<file path="src/rtl/mirq_map.svh">
`ifndef MIRQ_MAP_SVH
`define MIRQ_MAP_SVH
`define MIRQ_A_CTRL 3'h0
`define MIRQ_A_OPT 3'h1
`define MIRQ_A_PF1 3'h2
`define MIRQ_A_PF2 3'h3
`define MIRQ_A_PM1 3'h4
`define MIRQ_A_PM2 3'h5
`define MIRQ_B_GIE 7
`define MIRQ_B_PIE 6
`define MIRQ_B_T0M 5
`define MIRQ_B_EXM 4
`define MIRQ_B_PCM 3
`define MIRQ_B_T0F 2
`define MIRQ_B_EXF 1
`define MIRQ_B_PCF 0
`define MIRQ_B_EDGE 6
`define MIRQ_VECTOR 13'h0004
`define MIRQ_CTRL_RST 8'h00
`define MIRQ_OPT_RST 8'hff
`define MIRQ_PF_RST 8'h00
`define MIRQ_T0_MAX 8'hff
`define MIRQ_T0_MIN 8'h00
`define MIRQ_LAT_CYC 2'h2
`endif

</file>
<file path="src/rtl/mirq_pkg.sv">
package mirq_pkg;
	typedef logic [7:0]  mirq_byte_t;
	typedef logic [12:0] mirq_pc_t;
	typedef enum logic [1:0] {
		MIRQ_RUN,
		MIRQ_WAIT,
		MIRQ_HALT
	} mirq_state_t;
endpackage : mirq_pkg

</file>
<file path="src/rtl/mirq_ext_det.sv">
`timescale 1ns/1ps
`default_nettype none
`include "mirq_map.svh"
// ==========================================
// Edge detector for the external pin and port-change detector
module mirq_ext_det (
	// Clock and reset
	input  wire logic       clk_in,
	input  wire logic       nrst_in,
	// Pins
	input  wire logic       ext_irq_pin_in,
	input  wire logic [3:0] upper_port_pins_in,
	input  wire logic       edge_rise_in,
	// Events
	output logic            ext_evt_out,
	output logic            port_evt_out
);
	logic       pin_r;
	logic [3:0] port_r;
	logic       seen_r;

	always_ff @(posedge clk_in or negedge nrst_in) begin
		if (!nrst_in) begin
			pin_r  <= 1'b0;
			port_r <= 4'h0;
			seen_r <= 1'b0;
		end else begin
			pin_r  <= ext_irq_pin_in;
			port_r <= upper_port_pins_in;
			seen_r <= 1'b1;
		end
	end

	// Select rising or falling edge
	assign ext_evt_out = seen_r & (edge_rise_in ?
		(ext_irq_pin_in & ~pin_r) : (~ext_irq_pin_in & pin_r));
	assign port_evt_out = seen_r & (|(upper_port_pins_in ^ port_r));
endmodule : mirq_ext_det
`default_nettype wire

</file>
<file path="src/rtl/mirq_flags.sv">
`timescale 1ns/1ps
`default_nettype none
`include "mirq_map.svh"
// ==========================================
// Byte of sticky request flags; hardware set beats software write
module mirq_flags (
	// Clock and reset
	input  wire logic       clk_in,
	input  wire logic       nrst_in,
	// Software write
	input  wire logic       wr_in,
	input  wire logic [7:0] wdata_in,
	// Hardware sets
	input  wire logic [7:0] set_in,
	// State
	output logic [7:0]      flags_out
);
	always_ff @(posedge clk_in or negedge nrst_in) begin
		if (!nrst_in)
			flags_out <= `MIRQ_PF_RST;
		else if (wr_in)
			flags_out <= wdata_in | set_in;
		else
			flags_out <= flags_out | set_in;
	end
endmodule : mirq_flags
`default_nettype wire

</file>
<file path="src/rtl/mirq_irq_logic.sv">
// Added by the designer: the placing of the registers and strobed register access.
`timescale 1ns/1ps
`default_nettype none
`include "mirq_map.svh"
// ==========================================
// Interrupt logic: flags, masks, enables, vectoring and wake
module mirq_irq_logic (
	// Clock and reset
	input  wire logic             clk_in,
	input  wire logic             nrst_in,
	// Register port
	input  wire logic [2:0]       addr_in,
	input  wire mirq_pkg::mirq_byte_t wdata_in,
	input  wire logic             wr_in,
	input  wire logic             rd_in,
	output mirq_pkg::mirq_byte_t  rdata_out,
	// Sources
	input  wire logic             ext_irq_pin_in,
	input  wire logic [3:0]       upper_port_pins_in,
	input  wire mirq_pkg::mirq_byte_t timer0_count_in,
	input  wire mirq_pkg::mirq_byte_t periph1_evt_in,
	input  wire mirq_pkg::mirq_byte_t periph2_evt_in,
	// Core sequencer
	input  wire logic             instr_end_in,
	input  wire logic             return_from_irq_in,
	input  wire logic             halt_in,
	input  wire mirq_pkg::mirq_pc_t return_pc_in,
	output logic                  vector_out,
	output mirq_pkg::mirq_pc_t    vector_pc_out,
	output logic                  push_out,
	output mirq_pkg::mirq_pc_t    push_pc_out,
	output logic                  halted_out,
	output logic                  wake_out
);
	import mirq_pkg::*;

	mirq_byte_t  ctrl_r;
	mirq_byte_t  opt_r;
	mirq_byte_t  pm1_r;
	mirq_byte_t  pm2_r;
	mirq_byte_t  pf1;
	mirq_byte_t  pf2;
	mirq_byte_t  t0_prev_r;
	mirq_state_t state_r;
	logic [1:0]  lat_r;
	logic        ext_evt;
	logic        port_evt;
	logic        t0_evt;
	logic        pend;
	logic        take;
	logic        wr_ctrl;

	function automatic logic dec(input logic [2:0] a, input logic [2:0] b);
		dec = (a == b);
	endfunction : dec

	// ==========================================
	// Source detection
	mirq_ext_det u_det (
		.clk_in             (clk_in),
		.nrst_in            (nrst_in),
		.ext_irq_pin_in     (ext_irq_pin_in),
		.upper_port_pins_in (upper_port_pins_in),
		.edge_rise_in       (opt_r[`MIRQ_B_EDGE]),
		.ext_evt_out        (ext_evt),
		.port_evt_out       (port_evt)
	);

	always_ff @(posedge clk_in or negedge nrst_in) begin
		if (!nrst_in)
			t0_prev_r <= `MIRQ_T0_MIN;
		else
			t0_prev_r <= timer0_count_in;
	end

	assign t0_evt = (t0_prev_r == `MIRQ_T0_MAX) &&
		(timer0_count_in == `MIRQ_T0_MIN);

	// ==========================================
	// Peripheral flags
	mirq_flags u_pf1 (
		.clk_in    (clk_in),
		.nrst_in   (nrst_in),
		.wr_in     (wr_in && dec(addr_in, `MIRQ_A_PF1)),
		.wdata_in  (wdata_in),
		.set_in    (periph1_evt_in),
		.flags_out (pf1)
	);

	mirq_flags u_pf2 (
		.clk_in    (clk_in),
		.nrst_in   (nrst_in),
		.wr_in     (wr_in && dec(addr_in, `MIRQ_A_PF2)),
		.wdata_in  (wdata_in),
		.set_in    (periph2_evt_in),
		.flags_out (pf2)
	);

	// ==========================================
	// Control register
	assign wr_ctrl = wr_in && dec(addr_in, `MIRQ_A_CTRL);

	always_ff @(posedge clk_in or negedge nrst_in) begin
		if (!nrst_in) begin
			ctrl_r <= `MIRQ_CTRL_RST;
		end else begin
			if (wr_ctrl)
				ctrl_r <= wdata_in;
			if (take)
				ctrl_r[`MIRQ_B_GIE] <= 1'b0;
			else if (return_from_irq_in)
				ctrl_r[`MIRQ_B_GIE] <= 1'b1;
			// Hardware sets override a same-cycle clear
			if (ext_evt)
				ctrl_r[`MIRQ_B_EXF] <= 1'b1;
			if (t0_evt)
				ctrl_r[`MIRQ_B_T0F] <= 1'b1;
			if (port_evt)
				ctrl_r[`MIRQ_B_PCF] <= 1'b1;
		end
	end

	always_ff @(posedge clk_in or negedge nrst_in) begin
		if (!nrst_in) begin
			opt_r <= `MIRQ_OPT_RST;
			pm1_r <= `MIRQ_PF_RST;
			pm2_r <= `MIRQ_PF_RST;
		end else if (wr_in) begin
			if (dec(addr_in, `MIRQ_A_OPT))
				opt_r <= wdata_in;
			if (dec(addr_in, `MIRQ_A_PM1))
				pm1_r <= wdata_in;
			if (dec(addr_in, `MIRQ_A_PM2))
				pm2_r <= wdata_in;
		end
	end

	// ==========================================
	// Pending request: flag and mask, peripherals gated
	assign pend =
		(ctrl_r[`MIRQ_B_EXF] & ctrl_r[`MIRQ_B_EXM]) |
		(ctrl_r[`MIRQ_B_T0F] & ctrl_r[`MIRQ_B_T0M]) |
		(ctrl_r[`MIRQ_B_PCF] & ctrl_r[`MIRQ_B_PCM]) |
		(ctrl_r[`MIRQ_B_PIE] & (|(pf1 & pm1_r) | |(pf2 & pm2_r)));

	// ==========================================
	// Sequencing: fixed latency, wake from halt
	always_ff @(posedge clk_in or negedge nrst_in) begin
		if (!nrst_in) begin
			state_r <= MIRQ_RUN;
			lat_r   <= 2'h0;
		end else begin
			unique case (state_r)
				MIRQ_RUN: begin
					if (pend && ctrl_r[`MIRQ_B_GIE]) begin
						state_r <= MIRQ_WAIT;
						lat_r   <= 2'h0;
					end else if (halt_in) begin
						state_r <= MIRQ_HALT;
					end
				end
				MIRQ_WAIT: begin
					if (!ctrl_r[`MIRQ_B_GIE] || !pend)
						state_r <= MIRQ_RUN;
					else if (take)
						state_r <= MIRQ_RUN;
					else if (lat_r != `MIRQ_LAT_CYC)
						lat_r <= lat_r + 2'h1;
				end
				MIRQ_HALT: begin
					if (pend)
						state_r <= MIRQ_RUN;
				end
				default: state_r <= MIRQ_RUN;
			endcase
		end
	end

	// Vector once the fixed latency has run and an instruction ends
	assign take = (state_r == MIRQ_WAIT) && ctrl_r[`MIRQ_B_GIE] && pend &&
		(lat_r == `MIRQ_LAT_CYC) && instr_end_in;

	assign halted_out = (state_r == MIRQ_HALT);
	assign wake_out   = (state_r == MIRQ_HALT) && pend;

	// ==========================================
	// Outputs to core: only the return address is pushed
	always_ff @(posedge clk_in or negedge nrst_in) begin
		if (!nrst_in) begin
			vector_out    <= 1'b0;
			push_out      <= 1'b0;
			vector_pc_out <= 13'h0000;
			push_pc_out   <= 13'h0000;
		end else begin
			vector_out    <= take;
			push_out      <= take;
			vector_pc_out <= `MIRQ_VECTOR;
			if (take)
				push_pc_out <= return_pc_in;
		end
	end

	// ==========================================
	// Register read, one cycle later
	always_ff @(posedge clk_in or negedge nrst_in) begin
		if (!nrst_in) begin
			rdata_out <= 8'h00;
		end else if (rd_in) begin
			unique case (addr_in)
				`MIRQ_A_CTRL: rdata_out <= ctrl_r;
				`MIRQ_A_OPT:  rdata_out <= opt_r;
				`MIRQ_A_PF1:  rdata_out <= pf1;
				`MIRQ_A_PF2:  rdata_out <= pf2;
				`MIRQ_A_PM1:  rdata_out <= pm1_r;
				`MIRQ_A_PM2:  rdata_out <= pm2_r;
				default:      rdata_out <= 8'h00;
			endcase
		end else begin
			rdata_out <= 8'h00;
		end
	end
endmodule : mirq_irq_logic
`default_nettype wire

</file>
<file path="config.mk">
export PLATFORM = sky130hd
export DESIGN_NAME = mirq_irq_logic
export DESIGN_NICKNAME = d
export VERILOG_FILES = /design/src/rtl/mirq_pkg.sv /design/src/rtl/mirq_ext_det.sv /design/src/rtl/mirq_flags.sv /design/src/rtl/mirq_irq_logic.sv
export VERILOG_INCLUDE_DIRS = /design/src /design/src/rtl
export SDC_FILE = /design/constraint.sdc
export NUM_CORES = 1
export LEC_CHECK = 0
export ABC_AREA = 1
export BUFFER_PORTS_ARGS = -buffer_cell sky130_fd_sc_hd__clkbuf_2
export CAP_MARGIN = 0
export CELL_PAD_IN_SITES_DETAIL_PLACEMENT = 1
export CELL_PAD_IN_SITES_GLOBAL_PLACEMENT = 1
export CORE_MARGIN = 2
export CORE_UTILIZATION = 40
export DETAILED_ROUTE_END_ITERATION = 12
export HOLD_SLACK_MARGIN = 0.03
export PLACE_DENSITY_LB_ADDON = 0.2
export SETUP_SLACK_MARGIN = 0.1
export SYNTH_ARGS = -nofsm -noshare
export SYNTH_HDL_FRONTEND = slang
export SYNTH_HIERARCHICAL = 1
export SYNTH_SLANG_ARGS = --single-unit
</file>
<file path="constraint.sdc">
create_clock -name clk_in -period 1.9 [get_ports clk_in]
set_input_delay 0.285 -clock clk_in [delete_from_list [all_inputs] [get_ports clk_in]]
set_output_delay 0.285 -clock clk_in [all_outputs]
set_load 0.02 [all_outputs]
</file>
### Yosys cells after proc, flatten, opt, wreduce, memory -nomap -nowiden

Cells that the tools add are included.

* multiplexer cells: 22
* reductions and logical operators: 29
* div/mod/pow operators: 0
* add/subtract/negate cells: 1
* shift operators: 0
* magnitude comparators: 0
* eq/ne operators: 17
* $mul: 0
* bitwise operators: 21

Operator list (number)
* $pmux W8 S6: 1
* $mux W8: 4
* $or A8 B8 Y8: 4
* $mux W2: 9
* $and A8 B8 Y8: 2
* $reduce_or A8 Y1: 2
* $logic_and A1 B1 Y1: 10
* $ne A2 B2 Y1 const B: 5
* $and A1 B1 Y1: 8
* $eq A8 B8 Y1 const B: 1
* $logic_not A8 Y1: 1
* $reduce_bool A2 Y1: 4
* $eq A3 B2 Y1 const B: 2
* $eq A3 B3 Y1 const B: 2
* $mux W1: 6
* $ne A3 B3 Y1 const B: 2
* $pmux W2 S3: 1
* $reduce_and A2 Y1: 3
* $reduce_and A5 Y1: 1
* $eq A2 B2 Y1 const B: 2
* $or A1 B1 Y1: 4
* $pmux W2 S2: 1
* $reduce_or A4 Y1: 1
* $xor A4 B4 Y4: 1
* other kinds (11): 13

* ROM bits: 0
* bits of input ports: 60
* bits in latches: 0
* output and inout bits: 38
* memories kept: 0
* register bits: 88
* memory bits (writable): 0

### Longest topological paths before layout

Gate-level depths: netlist of run 1.

* depth in word-level cells: 11
* mapped depth: 11
* gate-level depth less buffers: 10

### By module

Netlist of run 1, hierarchy kept.

By module, submodules not included
* mirq_irq_logic: sequential area each 1686.6 µm², area an instance 3014.1 µm², cells an instance 355, times used 1
* mirq_flags: sequential area each 200.2 µm², area an instance 412.9 µm², cells an instance 42, times used 2
* mirq_ext_det: sequential area each 150.1 µm², area an instance 274.0 µm², cells an instance 36, times used 1

### Worst setup path after synthesis of run 1

No wires, ideal clock.

* kind: reg2out
* from: register state_r[0]
* to: output wake_out
* required time: 1.615 ns
* path buffers: 0
* path slack: 0.292 ns
* stages on the path, launching flop included: 3
* arrival: 1.323 ns
* cells stage by stage: dfrtp_1 -> nor2_1 -> a21boi_0

* cells in the longest elaborated chain, start to end: 2

RTL lines
* start, declared: line mirq_irq_logic.sv:44 `mirq_state_t state_r;`
* start signal, assigned: line mirq_irq_logic.sv:150 `state_r <= MIRQ_RUN;`
* start signal, assigned: line mirq_irq_logic.sv:156 `state_r <= MIRQ_WAIT;`
* start signal, assigned: line mirq_irq_logic.sv:159 `state_r <= MIRQ_HALT;`
* $eq A2 B2 Y1
* net halted_out: line mirq_irq_logic.sv:32 `output logic halted_out,`
* $logic_and A1 B1 Y1: line mirq_irq_logic.sv:184 `assign wake_out = (state_r == MIRQ_HALT) && pend;`
* end, declared: line mirq_irq_logic.sv:33 `output logic wake_out`

The timed path passes the listed nets, and every way through them passes these cells.

### Final worst setup path of run 1

* from: register pm2_r[6]
* to: output wake_out

* cells in the longest elaborated chain, start to end: 6

RTL lines
* start, declared: line mirq_irq_logic.sv:40 `mirq_byte_t pm2_r;`
* start signal, assigned: line mirq_irq_logic.sv:127 `` pm2_r <= `MIRQ_PF_RST; ``
* start signal, assigned: line mirq_irq_logic.sv:134 `pm2_r <= wdata_in;`
* $and A8 B8 Y8: line mirq_irq_logic.sv:144 `` (ctrl_r[`MIRQ_B_PIE] & (|(pf1 & pm1_r) | |(pf2 & pm2_r))); ``
* $reduce_or A8 Y1: line mirq_irq_logic.sv:144
* $or A1 B1 Y1: line mirq_irq_logic.sv:144
* $and A1 B1 Y1: line mirq_irq_logic.sv:144
* $or A1 B1 Y1: line mirq_irq_logic.sv:141 `` (ctrl_r[`MIRQ_B_EXF] & ctrl_r[`MIRQ_B_EXM]) | ``
* $logic_and A1 B1 Y1: line mirq_irq_logic.sv:184

No other way between the ends.

==> results of run 1 <==
[state kept, by name, indices dropped and copies added, names as in the netlist, 2 cells and up]
| signal | cells |
|---|---|
| ctrl_r | 8 |
| lat_r | 2 |
| opt_r | 8 |
| pm1_r | 8 |
| pm2_r | 8 |
| push_pc_out | 13 |
| rdata_out | 8 |
| state_r | 2 |
| t0_prev_r | 8 |
| u_det/port_r | 4 |
| u_pf1/flags_out | 8 |
| u_pf2/flags_out | 8 |
[worst paths after layout]
| kind | startpoint | end | cells past startpoint |
|---|---|---|---|
| worst max register to register | pm2_r[6] | push_pc_out[5] | 11 |
| worst max-delay path | pm2_r[6] | wake_out | 7 |
| min in group asynchronous | nrst_in | rdata_out[2] | 2 |
| max in group asynchronous | nrst_in | opt_r[4] | 3 |
| worst min register to register | push_pc_out[2] | push_pc_out[2] | 2 |
| worst min-delay path | upper_port_pins_in[3] | u_det/port_r[3] | 1 |
[final cells by class]
class	count	area (um^2)
repair buffers	118	719.4
well taps	136	170.2
clock inverters	5	37.54
inverters	56	227.7
flip-flops and latches	89	2237
fillers	1231	5037
multi-input cells	320	1568
clock buffers	11	141.4
[kinds of logic after synthesis]
| group | after synthesis | synth area share |
|---|---|---|
| AO/OA/AOI/OAI | 66 | 0.09641 |
| other | 3 | 0.002737 |
| AND/OR/NAND/NOR | 239 | 0.2613 |
| buffers and inverters | 77 | 0.09276 |
| adder cells (fa/ha/maj) | 1 | 0.003041 |
| flip-flops | 89 | 0.5438 |
[cell usage in the layout (no fill, tap or decap), types with 3 or more instances in the layout]
master | netlist | routed
o21ai_0 | 31 | 31
conb_1 | 3 | 14
a21oi_1 | 11 | 11
a41oi_1 | 4 | 4
nor2_1 | 17 | 14
o21ai_1 | 3 | 3
dfrtp_1 | 81 | 81
nand3_1 | 5 | 5
clkbuf_2 | 0 | 83
a22o_1 | 3 | 3
nand4_1 | 3 | 3
inv_1 | 50 | 50
a31oi_1 | 4 | 4
dlygate4sd3_1 | 0 | 10
dfstp_2 | 8 | 8
nand2_1 | 178 | 175
nand2_2 | 17 | 20
buf_4 | 14 | 23
clkbuf_8 | 0 | 10
nand3_2 | 16 | 16
[Yosys cell counts, drive strengths merged, types with 2 or more instances]
library cell,instances,share of area
nand2,195,0.19
dfrtp,81,0.49
inv,55,0.054
o21ai,35,0.043
nand3,21,0.045
buf,19,0.036
nor2,17,0.016
a21oi,12,0.016
dfstp,8,0.051
a31oi,4,0.0061
a41oi,4,0.0085
a211oi,3,0.0067
a22o,3,0.0064
conb,3,0.0027
nand4,3,0.0046
a21boi,2,0.0036
clkbuf,2,0.0018
nor4,2,0.0030
[worst max-delay path, delay by kind of cell, from the launching register on]
family / cells / cell delay, ns
DFF: 1 / 0.41
and+or+nand+nor: 4 / 0.36
AOI/OAI and AO/OA: 2 / 0.27
buffers and inverters: 1 / 0.14
[power groups by stage]
stage	Combinational, mW	Clock [mW]	Sequential, mW
floorplan	0.616	0	2.67
global placement	1.19	0	2.51
detailed placement	1.25	0	2.53
CTS	1.28	1.26	2.50
global route	1.48	1.33	2.55
finish	1.32	1.22	2.50
[metal layers]
metal,global-route usage,vias up,share of wire
met5,0,-,0
met4,0.06571,0,0.014
met1,0.2741,1715,0.45
met2,0.3673,84,0.50
li1,-,1705,-
met3,0.04453,14,0.038
[repair_timing]
action	4_1_cts	5_1_grt
endpoints found under the setup margin	1	15
pin swaps	2	5
hold buffers	5	5
setup buffers	4	10
endpoints found under the hold margin	34	5
gates resized for setup	5	9
==> impl_results.md, run 1 <==
- Status: finished clean
- Hpwl dp: 8.110 mm
- Power share of the clock group: 0.241
- H-tree depth: 3
- First-pass DRT Iterations: 5
- Vias/cell: 4.786
- Nets: 655
- Share of cells above drive strength 1: 0.3005
- Wirelength per Cell: 15.35 um
- # IOs: 98
- Post-layout util: 0.5031
- Area growth, synth to finish: 24.00%
- Syn Area/Cell: 8.661 um^2
- Design Power: 5.038 mW
- Flops & latches, synth: 89
- CP Launch Type: flop
- Initial DRC count: 96
- Leakage Power: 2.691 nW
- Int Power: 3.275 mW
- Die area: 11,110 um^2
- DP Cell Count: 695
- Synth unique cells: 34
- Async set-reset flop share out of synthesis: 1.000
- Final instance area: 5101 um^2
- Arrival @ worst endpoint: 1.55 ns
- Number of diodes: 0
- Drt drc: 0
- WL final: 11.28 mm
- Slew HR: 0.6161
- Die Height: 105.4 um
- Post-placement setup slack: 0.1270 ns
- Critical Path Fanout Max: 3
- Mapped Cells: 475
- Number of max-cap violations: 0
- Comb pwr share: 0.263
- Worst Clk Skew: 0.01411 ns
- Nature of the critical path endpoint: output pin
- Post-synth EDFFs: 0
- Seq/Total Area, Yosys: 0.5438
- Pin count of the biggest net entering global routing: 43
- Hold_ws: 0.05139 ns
- Placement Cell Area: 4677 um^2
- First-pass GRT wire length: 18.50 mm
- Fmax: 0.5452 GHz
- Antenna-violating nets left: 0
- Critical Path RT: 1.62 ns
- RSZ-0062 raised after global routing: true
- Hold Path Class: in2reg
- Endpoints failing setup: 0
- Final Critical Period: 1.834 ns
- Reg power frac: 0.496
- Switching Power: 1.763 mW
- Clock sink count: 89
- Port bufs: 85
- Initial antenna violation count: 0
- Ys flop type: dfrtp_1
- Worst Tran Pin Value: 0.5744 ns
- Max stage delay on crit path: 0.41 ns
- Power per cell area: 987.7 nW/um^2
- Clock buffer count from CTS: 9
- # rows: 37
- CTS tree: built
- Warnings, synthesis: 6
- CTS root buffer: clkbuf_8
- Setup Total Neg Slack: 0 ns
- Non-Filler Instances: 735
- Slack of the critical path: 0.06596 ns
- Cell Area, Synth: 4114 um^2
- Switching Share: 0.3500
- CP max-delay cell: dfrtp_1
- Remaining global-route overflow: 0
- Clock Tree Buf Depth: 2
- VDD IR max: 0.0005623 V
- Initial Util: 0.4058
- Routed vias: 3,518
- Vias in the first global route: 3,777
- Fin. Hold Viols: 0
- R2r setup slk: 0.22 ns
- Cell mode on critical path: nand2_1
- Slew Limit Fails: 0
- Final Wtd Congestion: 0.7913
- Clock transition at path regs: 0.09 ns
- GRT Util Overall: 0.2150
- Clock Latency Late Sink: 0.37 ns
- Tcrit/Tclk final: 0.9653
- Cells along the critical path: nand2_1, nand2_1, nor2_2, nand2_1, o21ai_4, a21boi_2, buf_6
- Die W: 105.4 um
- WS Path Type: reg2out
- Core ar.: 10,140 um^2
(Power assumes the default switching activity.)
==> inputs of run 2 (changes only) <==
- CORE_UTILIZATION: 40 -> 41
- CTS_BUF_LIST: default -> sky130_fd_sc_hd__clkbuf_2 sky130_fd_sc_hd__clkbuf_4 sky130_fd_sc_hd__clkbuf_8
- HOLD_SLACK_MARGIN: 0.03 -> default
==> impl_results.md, run 2 (synthesized netlist as in run 1, its figures left out) <==
- GRT Util Overall: 0.2216 (+0.006579)
- Number of max-cap violations: 0 (unchanged)
- First-pass DRT Iterations: 4 (-1)
- Final Wtd Congestion: 0.7905 (-0.10%)
- Critical Path Fanout Max: 3 (unchanged)
- Die Height: 104.2 um (-1.2%)
- R2r setup slk: 0.24 ns (+0.02 ns)
- Port bufs: 85 (unchanged)
- Worst Tran Pin Value: 0.5902 ns (+0.01577 ns)
- Post-placement setup slack: 0.1994 ns (+0.07233 ns)
- Slew HR: 0.6066 (-0.009587)
- Final Critical Period: 1.814 ns (-0.02022 ns)
- Met3 Track Usage GR: 0.03195 (-0.01257)
- Initial antenna violation count: 0 (unchanged)
- WS Path Type: reg2out
- Placement Cell Area: 4651 um^2 (-0.56%)
- Remaining global-route overflow: 0 (unchanged)
- Routed vias: 3,515 (-0.085%)
- Core ar.: 9774 um^2 (-3.6%)
- DP Cell Count: 689 (-0.86%)
- Initial DRC count: 87 (-9.4%)
- Worst R2R Start: u_pf1/flags_out[1]
- Nets: 657 (+0.31%)
- R2r endpoint: push_pc_out[11]
- Initial Util: 0.4209 (+0.01512)
- Fmax: 0.5513 GHz (+1.1%)
- Fin. Hold Viols: 0 (unchanged)
- Clock Tree Buf Depth: 2 (unchanged)
- Most frequent cells in the layout: nand2_1 (178), clkbuf_2 (83), dfrtp_1 (81)
- Design Power: 5.037 mW (about the same)
- Hold Path End: t0_prev_r[1]
- RSZ-0062 raised after global routing: true
- Met2 Use GR: 0.3839 (+0.01665)
- Global route hottest layer: met2
- Worst Hold Launch: timer0_count_in[1]
- # rows: 36 (-2.7%)
- Number of diodes: 0 (unchanged)
- # IOs: 98 (unchanged)
- Wirelength per Cell: 15.23 um (-0.82%)
- CP Launch Type: flop
- H-tree depth: 3 (unchanged)
- Depth of the most critical reg-to-reg path: 11 (unchanged)
- Antenna-violating nets left: 0 (unchanged)
- Arrival @ worst endpoint: 1.53 ns (-0.02 ns)
- Die W: 104.2 um (-1.2%)
- Endpoints failing setup: 0 (unchanged)
- Vias in the first global route: 3,768 (-0.24%)
- Power per cell area: 994.9 nW/um^2 (+0.73%)
- Critical Path RT: 1.62 ns (about the same)
- VDD IR max: 0.0004069 V (-28%)
- Pin count of the biggest net entering global routing: 43 (unchanged)
- Slew Limit Fails: 0 (unchanged)
- Largest Register: push_pc_out
- Die area: 10,850 um^2 (-2.3%)
- Final instance area: 5062 um^2 (-0.76%)
- Clock sink count: 89 (unchanged)
- Hpwl dp: 8.002 mm (-1.3%)
- Tcrit/Tclk final: 0.9546 (-0.01064)
- CP max-delay cell: dfrtp_1
- CTS root buffer: clkbuf_8
- Clock buffer count from CTS: 9 (unchanged)
- Vias/cell: 4.789 (about the same)
- Hold-critical path depth: 1 (unchanged)
- Slack of the critical path: 0.08619 ns (+0.02022 ns)
- Fillers: 1,231 (unchanged)
- Cells along the critical path: nand2_1, nand2_1, nor2_1, nand2_1, o21ai_2, a21boi_2, buf_6
- WL final: 11.18 mm (-0.96%)
- Max FFs per register: 13 (unchanged)
- Commonest non-fill, non-tap cell in the layout: nand2_1
- Clock Latency Late Sink: 0.37 ns (about the same)
- Drt drc: 0 (unchanged)
- Met1 usage in global routing: 0.2793 (+0.005210)
- Post-layout util: 0.5179 (+0.01477)
- Clock transition at path regs: 0.09 ns (about the same)
- Leakage Power: 2.702 nW (+0.41%)
- Hold Path Class: in2reg
- Status: finished clean
- Worst Clk Skew: 0.01213 ns (-0.001986 ns)
- Share of cells above drive strength 1: 0.3111 (+0.01065)
- Nature of the critical path endpoint: output pin
- CTS tree: built
- Area growth, synth to finish: 23.05%
- Max stage delay on crit path: 0.43 ns (+0.02 ns)
- Non-Filler Instances: 734 (-0.14%)
- Cell mode on critical path: nand2_1
- First-pass GRT wire length: 19.00 mm (+2.7%)
-- run 2: changes by cell type in the layout (fill, tap and decap cells not counted), moves of 2 or more --
cell	previous run	this run
buf_4	23	34
dlygate4sd3_1	10	1
nand2_1	175	178
nand2_2	20	17
clkinv_4	0	2
nor2_1	14	16
-- run 2: worst max path at each step --
stage	depth (start not counted)	end	startpoint
global placement	10	push_pc_out[7]	u_pf1/flags_out[7]
finish	7	wake_out	u_pf1/flags_out[1]
detailed placement	10	push_pc_out[7]	u_pf1/flags_out[1]
CTS	7	wake_out	pm2_r[7]
global route	7	wake_out	pm1_r[5]
floorplan	2	wake_out	state_r[0]
-- run 2: what timing repair did --
item / 4_1_cts / 5_1_grt
buffers inserted: 15 / 13
pin swaps: 2 / 4
hold buffers: 1 / 0
gates resized for setup: 3 / 4
endpoints found under the setup margin: 1 / 14
cloned: 0 / 0
hold endpoints to repair: 36 / 0
-- run 2: power breakdown --
part | internal (mW) | switching (mW)
Sequential | 2.26 | 0.229
Combinational | 0.508 | 0.829
Clock | 0.485 | 0.728
-- run 2: stage by stage --
step           setup TNS [ns]  hold WS, ns
5_1_grt              -0.03436      0.02087
3_3_place_gp                0       0.3245
3_5_place_dp                0       0.3260
2_1_floorplan               0     -0.01059
6_report                    0      0.03636
4_1_cts                     0      0.01675
-- run 2: layer usage --
layer | wire [um] | share of wire | vias up
met2 | 5699 | 0.51 | 72
met4 | 218 | 0.020 | 0
met5 | 0 | 0 | -
met3 | 348 | 0.031 | 15
met1 | 4910 | 0.44 | 1722
li1 | - | - | 1706
-- run 2: layout make-up --
| class | count | area, um^2 | area share |
|---|---|---|---|
| tap | 133 | 166.4 | 0.03287 |
| timing repair buffer | 120 | 711.9 | 0.1406 |
| inverter | 56 | 227.7 | 0.04498 |
| multi-input combinational | 320 | 1543 | 0.3047 |
| clock inverter | 7 | 52.55 | 0.01038 |
| clock buffer | 9 | 123.9 | 0.02447 |
| sequential | 89 | 2237 | 0.4419 |
-- run 2: critical path: cells and delay by family (launching register included) --
| family | cells | cell delay (ns) |
|---|---|---|
| and+or+nand+nor | 4 | 0.33 |
| buffers and inverters | 1 | 0.14 |
| DFF | 1 | 0.43 |
| AOI/OAI and AO/OA | 2 | 0.27 |
